## src/verilog/stx_pkg.sv

```systemverilog
package stx_pkg;

  // Register byte offsets on the AXI4-Lite bus.
  localparam logic [7:0] STX_RX_CTRL_OFS  = 8'h00;
  localparam logic [7:0] STX_MODE_OFS     = 8'h04;
  localparam logic [7:0] STX_TX_CTRL_OFS  = 8'h08;
  localparam logic [7:0] STX_PAT1_OFS     = 8'h0C;
  localparam logic [7:0] STX_PAT2_OFS     = 8'h10;
  localparam logic [7:0] STX_MISC_OFS     = 8'h14;
  localparam logic [7:0] STX_CLK_MODE_OFS = 8'h18;
  localparam logic [7:0] STX_STATUS_OFS   = 8'h1C;
  localparam logic [7:0] STX_TX_BUF_OFS   = 8'h20;
  localparam logic [7:0] STX_RX_DATA_OFS  = 8'h24;
  localparam logic [7:0] STX_EXT_CTRL_OFS = 8'h28;

  // Field positions.
  localparam int STX_RX_EN_BIT     = 0;
  localparam int STX_RX_SEARCH_BIT = 4;
  localparam int STX_MODE_CHAR8    = 0;
  localparam int STX_MODE_PAT16    = 1;
  localparam int STX_MODE_EXT      = 2;
  localparam int STX_MODE_SDLC     = 3;
  localparam int STX_TX_CRC_BIT    = 0;
  localparam int STX_TX_EN_BIT     = 3;
  localparam int STX_TX_BREAK_BIT  = 4;
  localparam int STX_MISC_LOOP_BIT = 1;
  localparam int STX_MISC_POLL_BIT = 4;
  localparam int STX_CLK_XTAL_BIT  = 7;
  localparam int STX_ST_AVAIL_BIT  = 0;
  localparam int STX_ST_TXMT_BIT   = 2;
  localparam int STX_ST_SEARCH_BIT = 4;
  localparam int STX_ST_EVENT_BIT  = 6;
  localparam int STX_EXT_IE_BIT    = 0;

  // Values after reset and fixed figures.
  localparam logic [7:0]  STX_REG_RST    = 8'h00;
  localparam logic [15:0] STX_CRC_PRESET = 16'hFFFF;
  localparam logic [15:0] STX_CRC_POLY   = 16'h1021;
  localparam logic [4:0]  STX_LEN6       = 5'h06;
  localparam logic [4:0]  STX_LEN8       = 5'h08;
  localparam logic [4:0]  STX_LEN16      = 5'h10;
  localparam logic [1:0]  STX_RESP_OKAY  = 2'h0;
  localparam logic [1:0]  STX_RESP_SLV   = 2'h2;

  typedef enum logic [1:0] {
    STX_TX_IDLE = 2'h0,
    STX_TX_PAT  = 2'h1,
    STX_TX_DATA = 2'h3,
    STX_TX_CHK  = 2'h2
  } stx_tx_state_t;

endpackage : stx_pkg

```

## src/verilog/stx_sync2.sv

```systemverilog
module stx_sync2
  import stx_pkg::*;
#(
  parameter int W = 4
) (
  input  wire logic         aclk,
  input  wire logic         aresetn,
  input  wire logic [W-1:0] d,
  output logic      [W-1:0] q
);

  logic [W-1:0] meta_r;

  // Idle level of every line on this link is high.
  always_ff @(posedge aclk) begin
    if (!aresetn) begin
      meta_r <= {W{1'b1}};
      q      <= {W{1'b1}};
    end else begin
      meta_r <= d;
      q      <= meta_r;
    end
  end

endmodule : stx_sync2

```

## src/verilog/stx_crc16.sv

```systemverilog
module stx_crc16
  import stx_pkg::*;
(
  input  wire logic        aclk,
  input  wire logic        aresetn,
  input  wire logic        init,
  input  wire logic        step,
  input  wire logic        din,
  output logic      [15:0] crc
);

  logic fb;

  assign fb = din ^ crc[15];

  always_ff @(posedge aclk) begin
    if (!aresetn) begin
      crc <= STX_CRC_PRESET;
    end else if (init) begin
      crc <= STX_CRC_PRESET;
    end else if (step) begin
      crc <= {crc[14:0], 1'b0} ^ (fb ? STX_CRC_POLY : 16'h0000);
    end
  end

endmodule : stx_crc16

```

## src/verilog/stx_framer.sv

```systemverilog
// Contract
// - Opening patterns skip check; data patterns counted
// - Check enable sampled at buffer-to-shifter move
// - Transparent mode sends buffer characters until disabled
// - External alignment keeps receiving after pin rises, outside SDLC
// - Transmitter starts one character after pattern found
// - Disabled transmitter idles ones, zeros with break
// - Disable mid-character finishes that character first
// - Disable during check sends pattern bits, idles
// - Search status shows alignment pin level in external alignment
// - Assembly starts next receive edge after activation
// - Both pin transitions raise event when enabled
// - Falling pin edge leaves search until command
// - SDLC: pin fall acts as received flag, pin rise re-enters search
module stx_framer
  import stx_pkg::*;
(
  input  wire logic        aclk,
  input  wire logic        aresetn,
  input  wire logic [7:0]  s_axi_awaddr,
  input  wire logic        s_axi_awvalid,
  output logic             s_axi_awready,
  input  wire logic [31:0] s_axi_wdata,
  input  wire logic [3:0]  s_axi_wstrb,
  input  wire logic        s_axi_wvalid,
  output logic             s_axi_wready,
  output logic [1:0]       s_axi_bresp,
  output logic             s_axi_bvalid,
  input  wire logic        s_axi_bready,
  input  wire logic [7:0]  s_axi_araddr,
  input  wire logic        s_axi_arvalid,
  output logic             s_axi_arready,
  output logic [31:0]      s_axi_rdata,
  output logic [1:0]       s_axi_rresp,
  output logic             s_axi_rvalid,
  input  wire logic        s_axi_rready,
  input  wire logic        tx_bit_clk,
  input  wire logic        rx_bit_clk,
  input  wire logic        rxd,
  input  wire logic        align_n,
  output logic             txd
);

  ////////////////////////////////////////////////////////////////////////////
  logic [3:0]    pin_s;
  logic [3:0]    pin_prev_r;
  logic          tx_tick, rx_tick, rxd_s, align_s, align_fall, align_rise;
  logic [7:0]    rx_ctl_r, mode_r, tx_ctl_r, pat1_r, pat2_r, misc_r, clk_mode_r;
  logic          align_ie_r;
  logic [7:0]    tx_buf_r;
  logic          tx_buf_full_r;
  logic          aw_got_r, w_got_r;
  logic [7:0]    aw_addr_r;
  logic [31:0]   w_data_r;
  logic          w_strb0_r;
  logic          wr_fire, wr_b0, rd_fire, wr_ok, rd_ok;
  logic [7:0]    rd_val;
  logic          ext_on, char8, loop_arm, tx_on, search_cmd;
  logic [4:0]    ch_len;

  // A single synchroniser bank for every pin that crosses into aclk.
  stx_sync2 #(.W(4)) u_sync (
    .aclk    (aclk),
    .aresetn (aresetn),
    .d       ({align_n, rxd, rx_bit_clk, tx_bit_clk}),
    .q       (pin_s)
  );

  always_ff @(posedge aclk) begin
    if (!aresetn) begin
      pin_prev_r <= 4'hF;
    end else begin
      pin_prev_r <= pin_s;
    end
  end

  // Bits leave on the falling transmit edge and are sampled on the rising receive edge.
  assign tx_tick    = pin_prev_r[0] & ~pin_s[0];
  assign rx_tick    = ~pin_prev_r[1] & pin_s[1];
  assign rxd_s      = pin_s[2];
  assign align_s    = pin_s[3];
  assign align_fall = pin_prev_r[3] & ~pin_s[3];
  assign align_rise = ~pin_prev_r[3] & pin_s[3];

  ////////////////////////////////////////////////////////////////////////////
  // AXI4-Lite slave: address and data may arrive in either order.
  assign s_axi_awready = ~aw_got_r & ~s_axi_bvalid;
  assign s_axi_wready  = ~w_got_r & ~s_axi_bvalid;
  assign s_axi_arready = ~s_axi_rvalid;
  assign wr_fire       = aw_got_r & w_got_r & ~s_axi_bvalid;
  assign wr_b0         = wr_fire & w_strb0_r;
  assign rd_fire       = s_axi_arvalid & s_axi_arready;

  always_ff @(posedge aclk) begin
    if (!aresetn) begin
      aw_got_r  <= 1'b0;
      w_got_r   <= 1'b0;
      aw_addr_r <= 8'h00;
      w_data_r  <= 32'h0000_0000;
      w_strb0_r <= 1'b0;
    end else begin
      if (s_axi_awvalid && s_axi_awready) begin
        aw_got_r  <= 1'b1;
        aw_addr_r <= s_axi_awaddr;
      end else if (wr_fire) begin
        aw_got_r <= 1'b0;
      end
      if (s_axi_wvalid && s_axi_wready) begin
        w_got_r   <= 1'b1;
        w_data_r  <= s_axi_wdata;
        w_strb0_r <= s_axi_wstrb[0];
      end else if (wr_fire) begin
        w_got_r <= 1'b0;
      end
    end
  end

  always_comb begin
    case (aw_addr_r)
      STX_RX_CTRL_OFS, STX_MODE_OFS, STX_TX_CTRL_OFS, STX_PAT1_OFS, STX_PAT2_OFS,
      STX_MISC_OFS, STX_CLK_MODE_OFS, STX_STATUS_OFS, STX_TX_BUF_OFS,
      STX_EXT_CTRL_OFS: wr_ok = 1'b1;
      default:          wr_ok = 1'b0;
    endcase
  end

  always_ff @(posedge aclk) begin
    if (!aresetn) begin
      s_axi_bvalid <= 1'b0;
      s_axi_bresp  <= STX_RESP_OKAY;
    end else if (wr_fire) begin
      s_axi_bvalid <= 1'b1;
      s_axi_bresp  <= wr_ok ? STX_RESP_OKAY : STX_RESP_SLV;
    end else if (s_axi_bready) begin
      s_axi_bvalid <= 1'b0;
    end
  end

  always_ff @(posedge aclk) begin
    if (!aresetn) begin
      rx_ctl_r   <= STX_REG_RST;
      mode_r     <= STX_REG_RST;
      tx_ctl_r   <= STX_REG_RST;
      pat1_r     <= STX_REG_RST;
      pat2_r     <= STX_REG_RST;
      misc_r     <= STX_REG_RST;
      clk_mode_r <= STX_REG_RST;
      align_ie_r <= 1'b0;
    end else if (wr_b0) begin
      case (aw_addr_r)
        STX_RX_CTRL_OFS:  rx_ctl_r <= w_data_r[7:0] & ~(8'h01 << STX_RX_SEARCH_BIT);
        STX_MODE_OFS:     mode_r <= w_data_r[7:0];
        STX_TX_CTRL_OFS:  tx_ctl_r <= w_data_r[7:0];
        STX_PAT1_OFS:     pat1_r <= w_data_r[7:0];
        STX_PAT2_OFS:     pat2_r <= w_data_r[7:0];
        STX_MISC_OFS:     misc_r <= w_data_r[7:0];
        STX_CLK_MODE_OFS: clk_mode_r <= w_data_r[7:0];
        STX_EXT_CTRL_OFS: align_ie_r <= w_data_r[STX_EXT_IE_BIT];
        default:          ;
      endcase
    end
  end

  // The search command is a one-shot and never reads back as set.
  assign search_cmd = wr_b0 & (aw_addr_r == STX_RX_CTRL_OFS) & w_data_r[STX_RX_SEARCH_BIT];

  ////////////////////////////////////////////////////////////////////////////
  // Mode decode. With the crystal on, the alignment pin is not free, so
  // external alignment is refused rather than following a dead pin.
  assign ext_on   = mode_r[STX_MODE_EXT] & ~clk_mode_r[STX_CLK_XTAL_BIT];
  assign char8    = mode_r[STX_MODE_CHAR8];
  assign ch_len   = char8 ? STX_LEN8 : STX_LEN6;
  assign loop_arm = misc_r[STX_MISC_LOOP_BIT] & misc_r[STX_MISC_POLL_BIT];

  ////////////////////////////////////////////////////////////////////////////
  // Receiver.
  logic [15:0] rx_sh_r, rx_win;
  logic        rx_search_r, rx_en_prev_r, rx_avail_r, rx_match, rx_done;
  logic [4:0]  rx_cnt_r;
  logic [7:0]  rx_data_r;
  logic        ev_r;

  assign rx_win   = {rxd_s, rx_sh_r[15:1]};
  assign rx_match = (mode_r[STX_MODE_PAT16] & char8) ? (rx_win == {pat2_r, pat1_r}) :
                    char8 ? (rx_win[15:8] == pat1_r) : (rx_win[15:10] == pat1_r[5:0]);
  assign rx_done  = rx_tick & rx_ctl_r[STX_RX_EN_BIT] & ~rx_search_r & (rx_cnt_r + 5'h01 == ch_len);

  always_ff @(posedge aclk) begin
    if (!aresetn) begin
      rx_sh_r <= 16'hFFFF;
    end else if (rx_tick) begin
      rx_sh_r <= rx_win;
    end
  end

  always_ff @(posedge aclk) begin
    if (!aresetn) begin
      rx_search_r  <= 1'b1;
      rx_en_prev_r <= 1'b0;
    end else begin
      rx_en_prev_r <= rx_ctl_r[STX_RX_EN_BIT];
      if (search_cmd || (rx_ctl_r[STX_RX_EN_BIT] && !rx_en_prev_r)) begin
        rx_search_r <= 1'b1;
      end else if (ext_on && mode_r[STX_MODE_SDLC] && align_rise) begin
        rx_search_r <= 1'b1;
      end else if (ext_on && align_fall) begin
        rx_search_r <= 1'b0;
      end else if (!ext_on && rx_tick && rx_search_r && rx_match) begin
        rx_search_r <= 1'b0;
      end
    end
  end

  // In external alignment no internal match ever resynchronises the
  // receiver: characters flow until the host commands a new search or, in SDLC, the pin rises.
  always_ff @(posedge aclk) begin
    if (!aresetn) begin
      rx_cnt_r <= 5'h00;
    end else if (rx_search_r) begin
      rx_cnt_r <= 5'h00;
    end else if (rx_tick && rx_ctl_r[STX_RX_EN_BIT]) begin
      rx_cnt_r <= rx_done ? 5'h00 : rx_cnt_r + 5'h01;
    end
  end

  always_ff @(posedge aclk) begin
    if (!aresetn) begin
      rx_data_r <= 8'h00;
    end else if (rx_done) begin
      rx_data_r <= char8 ? rx_win[15:8] : {2'b00, rx_win[15:10]};
    end
  end

  // A character landing in the cycle the host reads keeps the flag set.
  always_ff @(posedge aclk) begin
    if (!aresetn) begin
      rx_avail_r <= 1'b0;
    end else if (rx_done) begin
      rx_avail_r <= 1'b1;
    end else if (rd_fire && s_axi_araddr == STX_RX_DATA_OFS) begin
      rx_avail_r <= 1'b0;
    end
  end

  always_ff @(posedge aclk) begin
    if (!aresetn) begin
      ev_r <= 1'b0;
    end else if (ext_on && align_ie_r && (align_fall || align_rise)) begin
      ev_r <= 1'b1;
    end else if (wr_b0 && aw_addr_r == STX_STATUS_OFS && w_data_r[STX_ST_EVENT_BIT]) begin
      ev_r <= 1'b0;
    end
  end

  ////////////////////////////////////////////////////////////////////////////
  // Transmitter-to-receiver alignment: once the receiver leaves search, wait
  // one receive character time before letting the transmitter start.
  logic       lp_wait_r, tx_go_r, search_prev_r;
  logic [4:0] lp_cnt_r;

  always_ff @(posedge aclk) begin
    if (!aresetn) begin
      lp_wait_r     <= 1'b0;
      tx_go_r       <= 1'b0;
      lp_cnt_r      <= 5'h00;
      search_prev_r <= 1'b1;
    end else begin
      search_prev_r <= rx_search_r;
      if (!loop_arm) begin
        lp_wait_r <= 1'b0;
        tx_go_r   <= 1'b0;
      end else if (!tx_go_r && search_prev_r && !rx_search_r) begin
        lp_wait_r <= 1'b1;
        lp_cnt_r  <= 5'h00;
      end else if (lp_wait_r && rx_tick) begin
        lp_cnt_r <= lp_cnt_r + 5'h01;
        if (lp_cnt_r + 5'h01 == ch_len) begin
          lp_wait_r <= 1'b0;
          tx_go_r   <= 1'b1;
        end
      end
    end
  end

  assign tx_on = tx_ctl_r[STX_TX_EN_BIT] & (~loop_arm | tx_go_r);

  ////////////////////////////////////////////////////////////////////////////
  // Transmitter.
  stx_tx_state_t tx_state_r, nx_state;
  logic [15:0]   tx_sh_r, pat_sh_r, nx_char, crc_q;
  logic [4:0]    tx_cnt_r, nx_len;
  logic          tx_crc_on_r, nx_crc_on, pat_idx_r, nx_pat_idx, nx_take;
  logic          crc_dirty_r, chk_abort_r, bnd, single_pat, crc_step, crc_init;

  // External alignment forces a single pattern, which is what transparent
  // transmission relies on: the first pattern character goes out first.
  assign single_pat = ~mode_r[STX_MODE_PAT16] | ext_on | ~char8;
  assign bnd        = (tx_cnt_r == 5'h00);

  always_comb begin
    nx_state   = STX_TX_IDLE;
    nx_char    = 16'h0000;
    nx_len     = 5'h00;
    nx_crc_on  = 1'b0;
    nx_pat_idx = 1'b0;
    nx_take    = 1'b0;
    if (!tx_on) begin
      nx_state = STX_TX_IDLE;
    end else if (tx_state_r == STX_TX_PAT && !single_pat && !pat_idx_r) begin
      nx_state   = STX_TX_PAT;
      nx_char    = {8'h00, pat2_r};
      nx_len     = ch_len;
      nx_pat_idx = 1'b1;
    end else if (tx_state_r != STX_TX_IDLE && tx_state_r != STX_TX_CHK && tx_buf_full_r) begin
      nx_state  = STX_TX_DATA;
      nx_char   = {8'h00, tx_buf_r};
      nx_len    = ch_len;
      nx_crc_on = tx_ctl_r[STX_TX_CRC_BIT];
      nx_take   = 1'b1;
    end else if (tx_state_r == STX_TX_DATA && crc_dirty_r) begin
      nx_state = STX_TX_CHK;
      nx_char  = {<<{crc_q}};
      nx_len   = STX_LEN16;
    end else begin
      nx_state = STX_TX_PAT;
      nx_char  = {8'h00, pat1_r};
      nx_len   = ch_len;
    end
  end

  always_ff @(posedge aclk) begin
    if (!aresetn) begin
      tx_state_r  <= STX_TX_IDLE;
      tx_sh_r     <= 16'h0000;
      pat_sh_r    <= 16'h0000;
      tx_cnt_r    <= 5'h00;
      tx_crc_on_r <= 1'b0;
      pat_idx_r   <= 1'b0;
      chk_abort_r <= 1'b0;
      txd         <= 1'b1;
    end else if (tx_tick) begin
      if (bnd) begin
        tx_state_r  <= nx_state;
        tx_sh_r     <= nx_char >> 1;
        pat_sh_r    <= {pat2_r, pat1_r} >> 1;
        tx_cnt_r    <= (nx_state == STX_TX_IDLE) ? 5'h00 : nx_len - 5'h01;
        tx_crc_on_r <= nx_crc_on;
        pat_idx_r   <= nx_pat_idx;
        chk_abort_r <= 1'b0;
        txd         <= (nx_state == STX_TX_IDLE) ? ~tx_ctl_r[STX_TX_BREAK_BIT] : nx_char[0];
      end else begin
        tx_sh_r  <= tx_sh_r >> 1;
        pat_sh_r <= pat_sh_r >> 1;
        tx_cnt_r <= tx_cnt_r - 5'h01;
        if (tx_state_r == STX_TX_CHK && (chk_abort_r || !tx_on)) begin
          chk_abort_r <= 1'b1;
          txd         <= pat_sh_r[0];
        end else begin
          txd <= tx_sh_r[0];
        end
      end
    end
  end

  always_ff @(posedge aclk) begin
    if (!aresetn) begin
      crc_dirty_r <= 1'b0;
    end else if (tx_tick && bnd) begin
      if (nx_take && nx_crc_on) begin
        crc_dirty_r <= 1'b1;
      end else if (nx_state == STX_TX_CHK || nx_state == STX_TX_IDLE) begin
        crc_dirty_r <= 1'b0;
      end
    end
  end

  // Buffer refill by the host in the same cycle as a move keeps it full.
  always_ff @(posedge aclk) begin
    if (!aresetn) begin
      tx_buf_r      <= 8'h00;
      tx_buf_full_r <= 1'b0;
    end else if (wr_b0 && aw_addr_r == STX_TX_BUF_OFS) begin
      tx_buf_r      <= w_data_r[7:0];
      tx_buf_full_r <= 1'b1;
    end else if (tx_tick && bnd && nx_take) begin
      tx_buf_full_r <= 1'b0;
    end
  end

  assign crc_step = tx_tick & (bnd ? nx_crc_on : (tx_crc_on_r & tx_state_r == STX_TX_DATA));
  assign crc_init = tx_tick & bnd & (nx_state == STX_TX_PAT) & ~nx_pat_idx;

  stx_crc16 u_crc (
    .aclk    (aclk),
    .aresetn (aresetn),
    .init    (crc_init),
    .step    (crc_step),
    .din     (bnd ? nx_char[0] : tx_sh_r[0]),
    .crc     (crc_q)
  );

  ////////////////////////////////////////////////////////////////////////////
  // Read side.
  always_comb begin
    rd_ok  = 1'b1;
    rd_val = 8'h00;
    case (s_axi_araddr)
      STX_RX_CTRL_OFS:  rd_val = rx_ctl_r;
      STX_MODE_OFS:     rd_val = mode_r;
      STX_TX_CTRL_OFS:  rd_val = tx_ctl_r;
      STX_PAT1_OFS:     rd_val = pat1_r;
      STX_PAT2_OFS:     rd_val = pat2_r;
      STX_MISC_OFS:     rd_val = misc_r;
      STX_CLK_MODE_OFS: rd_val = clk_mode_r;
      STX_STATUS_OFS: begin
        rd_val[STX_ST_AVAIL_BIT]  = rx_avail_r;
        rd_val[STX_ST_TXMT_BIT]   = ~tx_buf_full_r;
        rd_val[STX_ST_SEARCH_BIT] = ext_on ? align_s : rx_search_r;
        rd_val[STX_ST_EVENT_BIT]  = ev_r;
      end
      STX_TX_BUF_OFS:   rd_val = tx_buf_r;
      STX_RX_DATA_OFS:  rd_val = rx_data_r;
      STX_EXT_CTRL_OFS: rd_val[STX_EXT_IE_BIT] = align_ie_r;
      default:          rd_ok = 1'b0;
    endcase
  end

  always_ff @(posedge aclk) begin
    if (!aresetn) begin
      s_axi_rvalid <= 1'b0;
      s_axi_rdata  <= 32'h0000_0000;
      s_axi_rresp  <= STX_RESP_OKAY;
    end else if (rd_fire) begin
      s_axi_rvalid <= 1'b1;
      s_axi_rdata  <= {24'h000000, rd_val};
      s_axi_rresp  <= rd_ok ? STX_RESP_OKAY : STX_RESP_SLV;
    end else if (s_axi_rready) begin
      s_axi_rvalid <= 1'b0;
    end
  end

endmodule : stx_framer

```

## config.mk

```make
export PLATFORM = sky130hd
export DESIGN_NAME = stx_framer
export DESIGN_NICKNAME = d
export VERILOG_FILES = /design/src/verilog/stx_pkg.sv /design/src/verilog/stx_sync2.sv /design/src/verilog/stx_crc16.sv /design/src/verilog/stx_framer.sv
export SDC_FILE = /design/constraint.sdc
export NUM_CORES = 1
export LEC_CHECK = 0
export BUFFER_PORTS_ARGS = -buffer_cell sky130_fd_sc_hd__buf_2
export CAP_MARGIN = 15
export CELL_PAD_IN_SITES_DETAIL_PLACEMENT = 0
export CELL_PAD_IN_SITES_GLOBAL_PLACEMENT = 1
export CORE_ASPECT_RATIO = 1.25
export CORE_MARGIN = 5
export CORE_UTILIZATION = 48
export DETAILED_ROUTE_END_ITERATION = 16
export MAX_ROUTING_LAYER = met4
export PLACE_DENSITY = 0.95
export SLEW_MARGIN = 20
export SYNTH_ARGS = -nofsm -noshare
export SYNTH_HDL_FRONTEND = slang
export SYNTH_SLANG_ARGS = --single-unit
```

## constraint.sdc

```tcl
create_clock -name aclk -period 4.2 [get_ports aclk]
set_input_delay 0.21 -clock aclk [delete_from_list [all_inputs] [get_ports aclk]]
set_output_delay 0.21 -clock aclk [all_outputs]
set_load 0.1 [all_outputs]
```

After elaboration in Yosys (flattened, before gate mapping). Cells that the tools add are included.

Register bits: 211. Bits of input ports: 63. Output and inout bits: 42. Logic and storage cells: 273.

Add/subtract/negate cells: 4. Eq/ne operators: 30. Multiplexer cells: 72. Bitwise gates (word level): 47. Reductions and logical operators: 76.

Operator list (number): == test 8 x 5 -> 1 bit (second input constant) (8); two-way mux 16 bit (4); two-way mux 5 bit (9); one-hot mux 1 bit (9 select lines) (5); == test 8 x 6 -> 1 bit (second input constant) (5); two-way mux 1 bit (40); == test 8 x 4 -> 1 bit (second input constant) (4); two-way mux 15 bit (2); logical AND 1 bit (28); AND reduction 2 bit (14); nonzero test 2 bit (13); AND 1 bit (24); one-hot mux 1 bit (10 select lines) (2); inverter 1 bit (18); == test 16 bit (1); == test 8 x 3 -> 1 bit (second input constant) (2); zero test 8 bit (2); bitwise XOR 16 bit (1); two-way mux 13 bit (1); two-way mux 2 bit (6); one-hot mux 1 bit (11 select lines) (1); OR reduction 11 bit (1); adder 5 x 1 -> 5 bit (second input constant) (2); == test 5 x 4 -> 1 bit (2); 18 further kinds (34).

Depth between registers and ports, before layout. Gate-level depths: netlist of the first run.

Word-level depth: 13. Gate-level depth with buffers: 11. Gate-level depth less buffers: 8.

Cells and area by module. Synthesis of the first run repeated with hierarchy kept, for this count alone.

Cell total of the unflattened synthesis: 1178. Area, all modules: 9770.6 µm².

By module, submodules not included: stx_framer (instances 1, cells each 1105, area an instance 8929.8 µm²); stx_crc16 (instances 1, cells each 57, area an instance 630.6 µm²); stx_sync2 (instances 1, cells each 16, area an instance 210.2 µm²).

Worst setup path before layout of the first run. No wires, ideal clock.

Path type: reg-to-reg. From: reg s_axi_bvalid. To: reg w_data_r[0]. Arrival: 2.830 ns. Slack: 1.246 ns. Cell stages (with the launch flop): 5. Path buffers: 0. Period minus slack after synthesis: 2.954 ns. Path through: dfxtp_1 > nor2_1 > nand2_1 > nand2_1 > a21boi_0.

Longest elaborated chain between the ends: 3.

Ends and longest elaborated chain: start, declared (line stx_framer.sv:28) `output logic s_axi_bvalid,`; start signal, assigned (line stx_framer.sv:129) `s_axi_bvalid <= 1'b0;`; start signal, assigned (line stx_framer.sv:132) `s_axi_bvalid <= 1'b1;`; start signal, assigned (line stx_framer.sv:135) `s_axi_bvalid <= 1'b0;`; inverter 1 bit (line stx_framer.sv:88) `assign s_axi_wready = ~w_got_r & ~s_axi_bvalid;`; AND 1 bit (line stx_framer.sv:88); named net s_axi_wready (line stx_framer.sv:26) `output logic s_axi_wready,`; logical AND 1 bit (line stx_framer.sv:108) `if (s_axi_wvalid && s_axi_wready) begin`; end signal, assigned (line stx_framer.sv:110) `w_data_r <= s_axi_wdata;`; end, declared (line stx_framer.sv:54) `logic [31:0] w_data_r;`.

The timed path passes the listed nets, and every way through them passes these cells. A chain may end at the register's enable or synchronous reset.

Final worst setup path of the first run.
From: reg rx_cnt_r[0]. To: reg rx_cnt_r[2].

Longest elaborated chain between the ends: 4.

Ends and longest elaborated chain: start, declared (line stx_framer.sv:179) `logic [4:0] rx_cnt_r;`; start signal, assigned (line stx_framer.sv:222) `rx_cnt_r <= rx_done ? 5'h00 : rx_cnt_r + 5'h01;`; adder 5 x 1 -> 5 bit (*) (line stx_framer.sv:186, stx_framer.sv:222); == test 5 x 4 -> 1 bit (line stx_framer.sv:186) `assign rx_done = rx_tick & rx_ctl_r[STX_RX_EN_BIT] & ~rx_search_r & (rx_cnt_r + 5'h01 == ch_len);`; AND 1 bit (line stx_framer.sv:186); two-way mux 5 bit (*) (line stx_framer.sv:222).

Every way passes the cells marked *; elsewhere a longest branch is shown, timed or not.

==> results.py, run 1 <==
metrics = {
    "synth": {
        "yosysSeqAreaShare_pct": 41.1,
        "postSynthAreaPerCell_um2": 8.71,
        "synth_top_area_cell": "dfxtp_1",
        "synth_edf_count": 0,
        "synth.area.top_cells": "dfxtp_1, mux2i_1, nand2_1",
        "synthesis.area_um2": 9990,
        "synth_cell_types": 69,
        "ys_seq_elements": 205,
        "netlist_instances": 1147,
        "synth_top_area_share_pct": 41.1,
        "async_flop_share_pct": 0,
        "yosys_warnings": 0,
        "synth-main-ff-cell": "dfxtp_1",
    },
    "pwr": {
        "leakagePower_nw": 4.54,
        "vdd.ir_drop.worst_uv": 379,
        "p_per_area_nw_per_um2": 386,
        "finalPower_mw": 4.32,
    },
    "floorplanning": {
        "dieHeight_um": 171,
        "start_util_pct": 48.3,
        "num_rows": 59,
        "ios": 105,
        "fp.dieW_um": 139,
        "die_area_um2": 23800,
        "core-area_um2": 20700,
    },
    "timing": {
        "hold_violations": 0,
        "fin_crit_ns": 2.79,
        "grt_setup_unrepaired": "false",
        "max_slew_margin_pct": 39.9,
        "setup_viol": 0,
        "timing.final.crit_share_pct": 66.5,
        "slew_violations": 0,
        "fmax_mhz": 358,
        "fin_skew_ns": 0.0265,
        "layout_setup_ws_ns": 1.41,
        "tightest_slew_ns": 0.895,
        "setup-tns-final_ns": 0,
    },
    "worst_setup_path": {
        "worstPathRequired_ns": 4.57,
        "crit_arrival_ns": 3.16,
        "critPathSlowestCell": "or3_1",
        "worstPathMaxFanout": 19,
        "slowest_delay_ns": 0.66,
        "worst-setup-path-type": "register to register",
        "critPathLaunchType": "register",
        "reg2reg_setup_slack_ns": 1.41,
        "endpoint_kind": "register",
        "path_cells": "ha_1 > nand3_2 > xnor2_1 > or4_4 > or3_1 > nor2b_1 > o21ai_1 > a21oi_1",
    },
    "placement": {
        "place_hpwl_um": 16600,
        "dp_slack_ns": 1.43,
        "place_inst": 1394,
        "place_area_um2": 10200,
        "gp_congestion": 0.926,
        "io_buffers": 51,
    },
    "min_path": {
        "worstHoldPathType": "input port to register",
    },
    "routing": {
        "wirelength_um": 24500,
        "post-route-drc-count": 0,
        "drtAntennaViolNets": 0,
        "drtIter0Drc": 554,
        "detail_route.wl_per_cell_um": 16.8,
        "vias_per_cell": 5.56,
        "firstDrtPassIters": 5,
        "vias": 8081,
    },
    "clocking": {
        "htree_levels": 1,
        "clk_path_buf_depth": 3,
        "cts.sink_count": 205,
        "tritoncts": "yes",
        "cts_made_buffers": 21,
        "clockRootBuffer": "clkbuf_16",
        "cts.reportedPaths.clkPinSlew_ns": 0.06,
        "cts_setup_buffers": 0,
        "clock_latency_ns": 0.51,
        "cts_hold_buf": 23,
        "cts_resized": 0,
    },
    "finish": {
        "area_growth_pct": 11.9,
        "drive_gt1_share_pct": 10.0,
        "fin_nets": 1236,
        "num_antenna_cells": 0,
        "instances_no_fill": 1454,
        "final_cell_area_um2": 11200,
    },
    "run": {
        "drv_cap": 0,
    },
    "grt": {
        "grt_max_degree": 84,
        "grt_pass1_vias": 7595,
        "grt_pass1_wl_um": 39000,
        "grt_usage_pct": 20.3,
        "antenna_found_initial": 0,
        "grt_overflow_total": 0,
    },
    "run_status": {
        "outcome": "complete, no violations",
    },
}
[routing by layer]
metal | share of wire (%) | vias to the layer above | GRT usage [%]
li1 | - | 3960 | -
met1 | 41 | 3827 | 23.9
met2 | 50 | 235 | 35.4
met3 | 5.2 | 59 | 2.34
met4 | 3.8 | 0 | 8.26
met5 | 0 | - | -
[path summary, 6_finish.rpt]
path,cells after the start,startpoint,end
max reg2reg,8,rx_cnt_r[0],rx_cnt_r[2]
min,3,s_axi_bready,s_axi_bvalid
min reg2reg,1,u_sync.meta_r[1],u_sync.q[1]
max,8,rx_cnt_r[0],rx_cnt_r[2]
[report_power, final]
part	switching (mW)	internal [mW]	total, mW
logic	0.262	0.0989	0.361
clock network	0.784	1.15	1.93
registers	0.0429	1.98	2.02
total	1.09	3.23	4.32
[cell families (layout without fill, tap and decap cells)]
group,after synthesis,after routing,share of synthesized area [%]
flip-flops,205,205,41.1
AND/OR/NAND/NOR,465,465,23.5
adder cells (fa/ha/maj),7,7,0.877
AO/OA/AOI/OAI,196,196,13.8
multiplexers,105,105,11.1
buffers and inverters,128,136,6.18
other,1,26,0.0375
XOR/XNOR,40,40,3.51
[per-stage QoR]
stage	util, %	hold WS [ns]
final	54.1	0.0317
after global routing	54.1	0.0260
after CTS	54.1	0.0234
after detailed placement	49.5	0.391
after global placement	49.5	0.391
after floorplan	-	0.311
[layout make-up]
type	instances	area, um^2
fill	1862	9490
multi-input combinational	839	5370
sequential	205	4100
clock buffer	28	612
timing repair buffer	85	583
tap	274	343
clock inverter	9	109
inverter	14	52.6
[state kept, by name, indices dropped and copies added (netlist names), 15 cells and up]
signal     count
tx_sh_r       15
rx_sh_r       15
u_crc.crc     16
pat_sh_r      15
[worst max-delay path: cells and delay by family (launching register included)]
| kind | cells | cell delay (ns) |
|---|---|---|
| compound gates | 2 | 0.20 |
| xor+xnor | 1 | 0.15 |
| fa+ha+maj | 1 | 0.34 |
| flops | 1 | 0.42 |
| simple gates | 4 | 1.56 |
[cell usage in the layout, fill, tap and decap left out, types with 6 or more instances in the layout]
cell type	n
and2_1	19
a21boi_0	29
xnor2_1	18
clkbuf_16	21
dlygate4sd3_1	23
ha_1	7
nand2_1	160
dfxtp_1	205
nor2_1	56
nor4_1	10
clkbuf_8	6
o211a_1	16
buf_2	50
nand2b_1	16
a21oi_1	40
xor2_1	22
inv_1	14
a221oi_1	7
nand3_1	49
buf_4	11
o22ai_1	8
a222oi_1	9
nor3_1	19
mux2i_1	98
nor2b_1	94
o211ai_1	6
and3_1	9
conb_1	26
a22oi_1	8
o21ai_0	34
nand4_1	8
[cell usage after synthesis, drive strengths merged, types with 3 or more instances]
cell type	n
mux2i	98
o21ai	37
a22oi	8
a222oi	9
nand2	160
buf	42
xor2	22
nor3	19
nand3	50
nor3b	6
o211ai	6
a21oi	41
dfxtp	205
or3	4
ha	7
nand2b	16
clkbuf	72
mux2	3
nand4	8
a21boi	31
a22o	4
a31oi	6
and3	9
a221oi	7
nor2	58
mux4	4
inv	14
o22ai	8
xnor2	18
nor4	11
and2	19
nor2b	95
o211a	16
Power figures use the tool's default switching activity.
==> run 2: changes to the inputs <==
CORE_UTILIZATION = 41   (was 48)
PLACE_DENSITY = 0.87   (was 0.95)
clock period = 2.29 ns   (was 4.2 ns; I/O delays follow)
==> results.py, run 2 (synthesis results as in run 1) <==
metrics = {
    "finish": {
        "num_antenna_cells": 0,
        "largest-register": "u_crc.crc",
        "layout_commonest_cell": "dfxtp_1",
        "area_growth_pct": 17.9,
        "drive_gt1_share_pct": 14.5,
        "fin_nets": 1300,
        "layout_common_cells": "dfxtp_1, nand2_1, mux2i_1",
        "final_core_util_pct": 49.3,
        "instances_no_fill": 1568,
        "largest_register_ffs": 16,
    },
    "clocking": {
        "clockRootBuffer": "clkbuf_16",
        "clock_latency_ns": 0.51,
        "cts.sink_count": 205,
        "cts_made_buffers": 22,
        "clk_path_buf_depth": 3,
        "cts.reportedPaths.clkPinSlew_ns": 0.06,
        "tritoncts": "yes",
        "htree_levels": 1,
    },
    "worst_setup_path": {
        "cp_num_buf_inv": 1,
        "rr_worst_depth": 9,
        "crit_family": "simple AND/OR/NAND/NOR gates",
        "rr_startpoint": "rx_cnt_r[0]",
        "endpoint_kind": "register",
        "worstPathRequired_ns": 2.73,
        "slowest_delay_ns": 0.51,
        "crit_arrival_ns": 2.62,
        "worst-setup-path-type": "register to register",
        "path_cells": "ha_4 > nand3_2 > xnor2_1 > or4_4 > or3_4 > buf_12 > nor2_1 > a21oi_1 > nor2b_1",
        "critPathSlowestCell": "or4_4",
        "critPathLaunchType": "register",
        "reg2reg_setup_slack_ns": 0.10,
        "r2r-end": "rx_data_r[5]",
        "worstPathMaxFanout": 8,
    },
    "timing": {
        "whs_ns": 0.0257,
        "fin_skew_ns": 0.0174,
        "slew_violations": 0,
        "hold_violations": 0,
        "fmax_mhz": 457,
        "layout_setup_ws_ns": 0.104,
        "tightest_slew_ns": 0.752,
        "timing.final.crit_share_pct": 95.5,
        "grt_setup_unrepaired": "false",
        "fin_crit_ns": 2.19,
        "max_slew_margin_pct": 48.6,
        "setup_viol": 0,
    },
    "pwr": {
        "comb_power_share_pct": 8.9,
        "power_frac_seq_pct": 47.3,
        "p_clk_share_pct": 43.7,
        "intPower_mw": 5.89,
        "finalPower_mw": 7.84,
        "power_switching_share_pct": 24.9,
        "p_per_area_nw_per_um2": 666,
        "leakagePower_nw": 4.86,
        "p_switching_mw": 1.95,
        "vdd.ir_drop.worst_uv": 677,
    },
    "floorplanning": {
        "ios": 105,
        "num_rows": 63,
        "die_area_um2": 27600,
        "start_util_pct": 41.8,
        "core-area_um2": 23900,
        "fp.dieW_um": 150,
        "dieHeight_um": 184,
    },
    "routing": {
        "drtAntennaViolNets": 0,
        "wirelength_um": 26400,
        "drtIter0Drc": 631,
        "vias": 8316,
        "post-route-drc-count": 0,
        "detail_route.wl_per_cell_um": 16.8,
        "firstDrtPassIters": 5,
        "vias_per_cell": 5.30,
    },
    "run": {
        "drv_cap": 0,
    },
    "run_status": {
        "outcome": "complete, no violations",
    },
    "grt": {
        "grt_max_degree": 62,
        "grt_pass1_vias": 8039,
        "grt_usage_pct": 19.4,
        "grt_overflow_total": 0,
        "grt_pass1_wl_um": 42100,
        "antenna_found_initial": 0,
    },
    "placement": {
        "place_inst": 1503,
        "gp_congestion": 0.960,
        "io_buffers": 51,
        "dp_slack_ns": -0.0191,
        "place_hpwl_um": 18800,
    },
    "min_path": {
        "worstHoldPathType": "input port to register",
        "worstHoldStart": "s_axi_araddr[7]",
        "hold-path-cell-count": 4,
        "whs_endpoint": "s_axi_rdata[6]",
    },
}
## run 2: changes by cell type in the layout (fill, tap and decap cells not counted), moves of 2 or more
| cell | delta |
|---|---|
| buf_12 | +2 |
| buf_4 | +55 |
| bufinv_16 | -2 |
| clkbuf_1 | +5 |
| clkbuf_16 | +2 |
| clkinv_2 | -2 |
| dfxtp_1 | -3 |
| dfxtp_2 | +3 |
| dlygate4sd3_1 | +5 |
| inv_6 | -2 |
| nor2_1 | -3 |
| nor2_4 | +2 |
## run 2: worst max-delay path by stage
stage / start / endpoint / slack (ns) / cells past startpoint
detailed placement: rx_cnt_r[0] / rx_data_r[5] / -0.02 / 9
finish: rx_cnt_r[0] / rx_data_r[5] / 0.10 / 9
global route: rx_cnt_r[0] / rx_data_r[1] / 0.007 / 9
global placement: rx_cnt_r[0] / rx_data_r[1] / 0.01 / 9
CTS: rx_cnt_r[0] / rx_data_r[5] / 0.07 / 9
floorplan: s_axi_bvalid / pat2_r[0] / -0.04 / 6
## run 2: final cells by class
class / count / area (um^2)
Inverter: 14 / 52.6
Timing Repair Buffer: 148 / 1100
Sequential cell: 205 / 4110
Tap cell: 325 / 407
Multi-Input combinational cell: 839 / 5410
Fill cell: 2209 / 12100
Clock inverter: 1 / 5.00
Clock buffer: 36 / 694
## run 2: repair_timing
item	CTS	global route
setup buffers	0	0
setup endpoints to repair	6	13
hold buffers	28	0
pin swaps	0	1
endpoints found under the hold margin	25	0
gates resized for setup	1	5
## run 2: per-layer routing
layer | GRT usage [%] | share of wire (%)
met5 | - | 0
met1 | 22.7 | 41
met2 | 33.6 | 50
met3 | 2.48 | 5.2
met4 | 7.77 | 4.1
## run 2: tightest hold or removal path, cell delays in order
cell and delay [ns]:
buf_2 0.10, nor3_1 0.05, a21oi_1 0.13, o21ai_0 0.08
## run 2: metrics by stage
step | setup TNS (ns) | instance area [um^2]
2_1_floorplan | -0.776 | 10100
3_3_place_gp | 0 | 10800
3_5_place_dp | -0.0321 | 10800
4_1_cts | 0 | 11800
5_1_grt | 0 | 11800
6_report | 0 | 11800
## run 2: power by group through the flow
stage	Sequential (mW)	Combinational [mW]	Clock (mW)
2_1_floorplan	3.78	0.552	0
3_3_place_gp	3.78	0.656	0
3_5_place_dp	3.79	0.661	0
4_1_cts	3.71	0.700	3.50
5_1_grt	3.72	0.752	3.63
6_report	3.71	0.701	3.43
==> run 3: changes to the inputs <==
CORE_UTILIZATION = 42   (was 41)
CTS_BUF_LIST = sky130_fd_sc_hd__clkbuf_4   (was not set)
PLACE_DENSITY = 0.88   (was 0.87)
==> results.py, run 3 (synthesis results as in run 1) <==
metrics = {
    "run_status": {
        "outcome": "complete, no violations",
    },
    "clocking": {
        "clockRootBuffer": "clkbuf_4",
        "clock_latency_ns": 0.66,
        "cts.reportedPaths.clkPinSlew_ns": 0.07,
        "tritoncts": "yes",
        "htree_levels": 2,
        "clk_path_buf_depth": 3,
        "cts.sink_count": 205,
        "cts_made_buffers": 51,
    },
    "placement": {
        "io_buffers": 51,
        "dp_slack_ns": 0.00149,
        "gp_congestion": 0.924,
        "place_hpwl_um": 18300,
    },
    "pwr": {
        "p_per_area_nw_per_um2": 615,
        "leakagePower_nw": 5.02,
        "vdd.ir_drop.worst_uv": 527,
    },
    "floorplanning": {
        "die_area_um2": 27000,
        "dieHeight_um": 182,
        "num_rows": 63,
        "start_util_pct": 42.4,
        "core-area_um2": 23600,
        "fp.dieW_um": 148,
        "ios": 105,
    },
    "worst_setup_path": {
        "cp_num_cells": 7,
        "endpoint": "aw_addr_r[6]",
        "worstPathRequired_ns": 2.87,
        "crit_arrival_ns": 2.83,
        "critPathLaunchType": "register",
        "crit_top_cell": "dlygate4sd3_1",
        "reg2reg_setup_slack_ns": 0.04,
        "worst-setup-path-type": "register to register",
        "endpoint_kind": "register",
        "r2r-end": "aw_addr_r[6]",
        "rr_worst_depth": 7,
        "rr_startpoint": "s_axi_bvalid",
        "crit_family": "buffers and inverters",
        "worstPathMaxFanout": 8,
        "cp_num_buf_inv": 3,
        "slowest_delay_ns": 0.59,
        "critPathSlowestCell": "dlygate4sd3_1",
        "path_cells": "buf_4 > nor2_4 > and2_4 > nand2_1 > dlygate4sd3_1 > a21boi_2 > dlygate4sd3_1",
        "crit_path_start": "s_axi_bvalid",
    },
    "timing": {
        "tightest_slew_ns": 0.628,
        "layout_setup_ws_ns": 0.0406,
        "timing.final.crit_share_pct": 98.2,
        "setup-tns-final_ns": 0,
        "hold_violations": 0,
        "max_slew_margin_pct": 57.0,
        "fin_crit_ns": 2.25,
        "fin_skew_ns": 0.0408,
        "slew_violations": 0,
        "fmax_mhz": 445,
        "setup_viol": 0,
    },
    "grt": {
        "grt_pass1_vias": 8410,
        "grt_overflow_total": 0,
        "grt_pass1_wl_um": 43700,
        "grt_max_degree": 71,
        "grt_usage_pct": 20.5,
        "antenna_found_initial": 1,
    },
    "finish": {
        "drive_gt1_share_pct": 17.0,
        "area_growth_pct": 19.7,
        "fin_nets": 1358,
        "regArea_um2": 4110,
        "largest_register_ffs": 16,
        "layout_commonest_cell": "dfxtp_1",
        "largest-register": "u_crc.crc",
        "multi_input_area_um2": 5430,
        "layout_common_cells": "dfxtp_1, nand2_1, mux2i_1",
        "fillers": 2172,
    },
    "routing": {
        "detail_route.wl_per_cell_um": 16.9,
        "wirelength_um": 27300,
        "vias_per_cell": 5.35,
        "firstDrtPassIters": 5,
        "post-route-drc-count": 0,
        "vias": 8631,
        "drtIter0Drc": 625,
        "drtAntennaViolNets": 0,
    },
    "run": {
        "drv_cap": 0,
    },
    "min_path": {
        "worstHoldPathType": "input port to register",
    },
}
run 3: cell count changes in the layout (fill, tap and decap cells not counted), moves of 3 or more:
cell / change
clkbuf_8: -7
dlygate4sd3_1: +30
a21boi_0: -4
clkinv_1: +11
clkbuf_16: -22
a21boi_1: +3
clkbuf_4: +72
clkbuf_1: -6
run 3: worst min path at each step:
stage	start	to	slack, ns	depth (start not counted)
finish	s_axi_araddr[1]	rx_avail_r	0.05	6
global route	s_axi_araddr[5]	s_axi_rdata[2]	0.05	4
CTS	s_axi_araddr[1]	rx_avail_r	0.03	6
detailed placement	rx_bit_clk	u_sync.meta_r[1]	0.30	2
global placement	rx_bit_clk	u_sync.meta_r[1]	0.30	2
floorplan	tx_bit_clk	u_sync.meta_r[0]	0.22	1
run 3: metrics by stage:
step	total power, mW	hold WS [ns]	utilization, %	instances	cell area, um^2
after floorplan	4.33	0.216	-	1172	10100
after global placement	4.44	0.296	45.4	1466	10700
after detailed placement	4.44	0.302	45.4	1466	10700
after CTS	7.41	0.0290	50.5	1611	11900
after global routing	7.70	0.0536	50.7	1614	12000
final	7.35	0.0494	50.7	1614	12000
run 3: worst reg2reg max path, stage by stage, from the launching register on:
cell and delay, ns:
dfxtp_1 0.31, buf_4 0.16, nor2_4 0.12, and2_4 0.21, nand2_1 0.09, dlygate4sd3_1 0.59
a21boi_2 0.14, dlygate4sd3_1 0.57
run 3: cell type report:
| cell class | count | area share [%] |
|---|---|---|
| multi-input cells | 839 | 45.4 |
| flip-flops and latches | 205 | 34.4 |
| repair buffers | 177 | 11.7 |
| clock buffers | 72 | 4.52 |
| well taps | 292 | 3.06 |
| clock inverters | 14 | 0.460 |
| inverters | 14 | 0.439 |
| diodes | 1 | 0.0209 |
run 3: routing by layer:
metal	track usage (%)	vias to the layer above	part of all wire, %	wire length (um)
met5	-	-	0	0
li1	-	4240	-	-
met1	23.3	4054	40	11000
met3	3.35	65	5.2	1430
met4	8.58	0	3.7	1020
met2	35.7	272	51	13900
run 3: timing repair:
action	in CTS	in global routing
hold buffers	59	0
endpoints found under the setup margin	5	16
gates cloned	0	1
buffers inserted	0	2
hold endpoints to repair	53	0
pin swaps	0	5
gates resized for setup	1	12
run 3: report_power, final:
group	switching [mW]	internal, mW	total (mW)	leakage [nW]
combinational	0.510	0.246	0.756	2.99
sequential	0.0808	3.63	3.71	1.66
clock	1.45	1.44	2.89	0.361
total	2.04	5.32	7.35	5.02
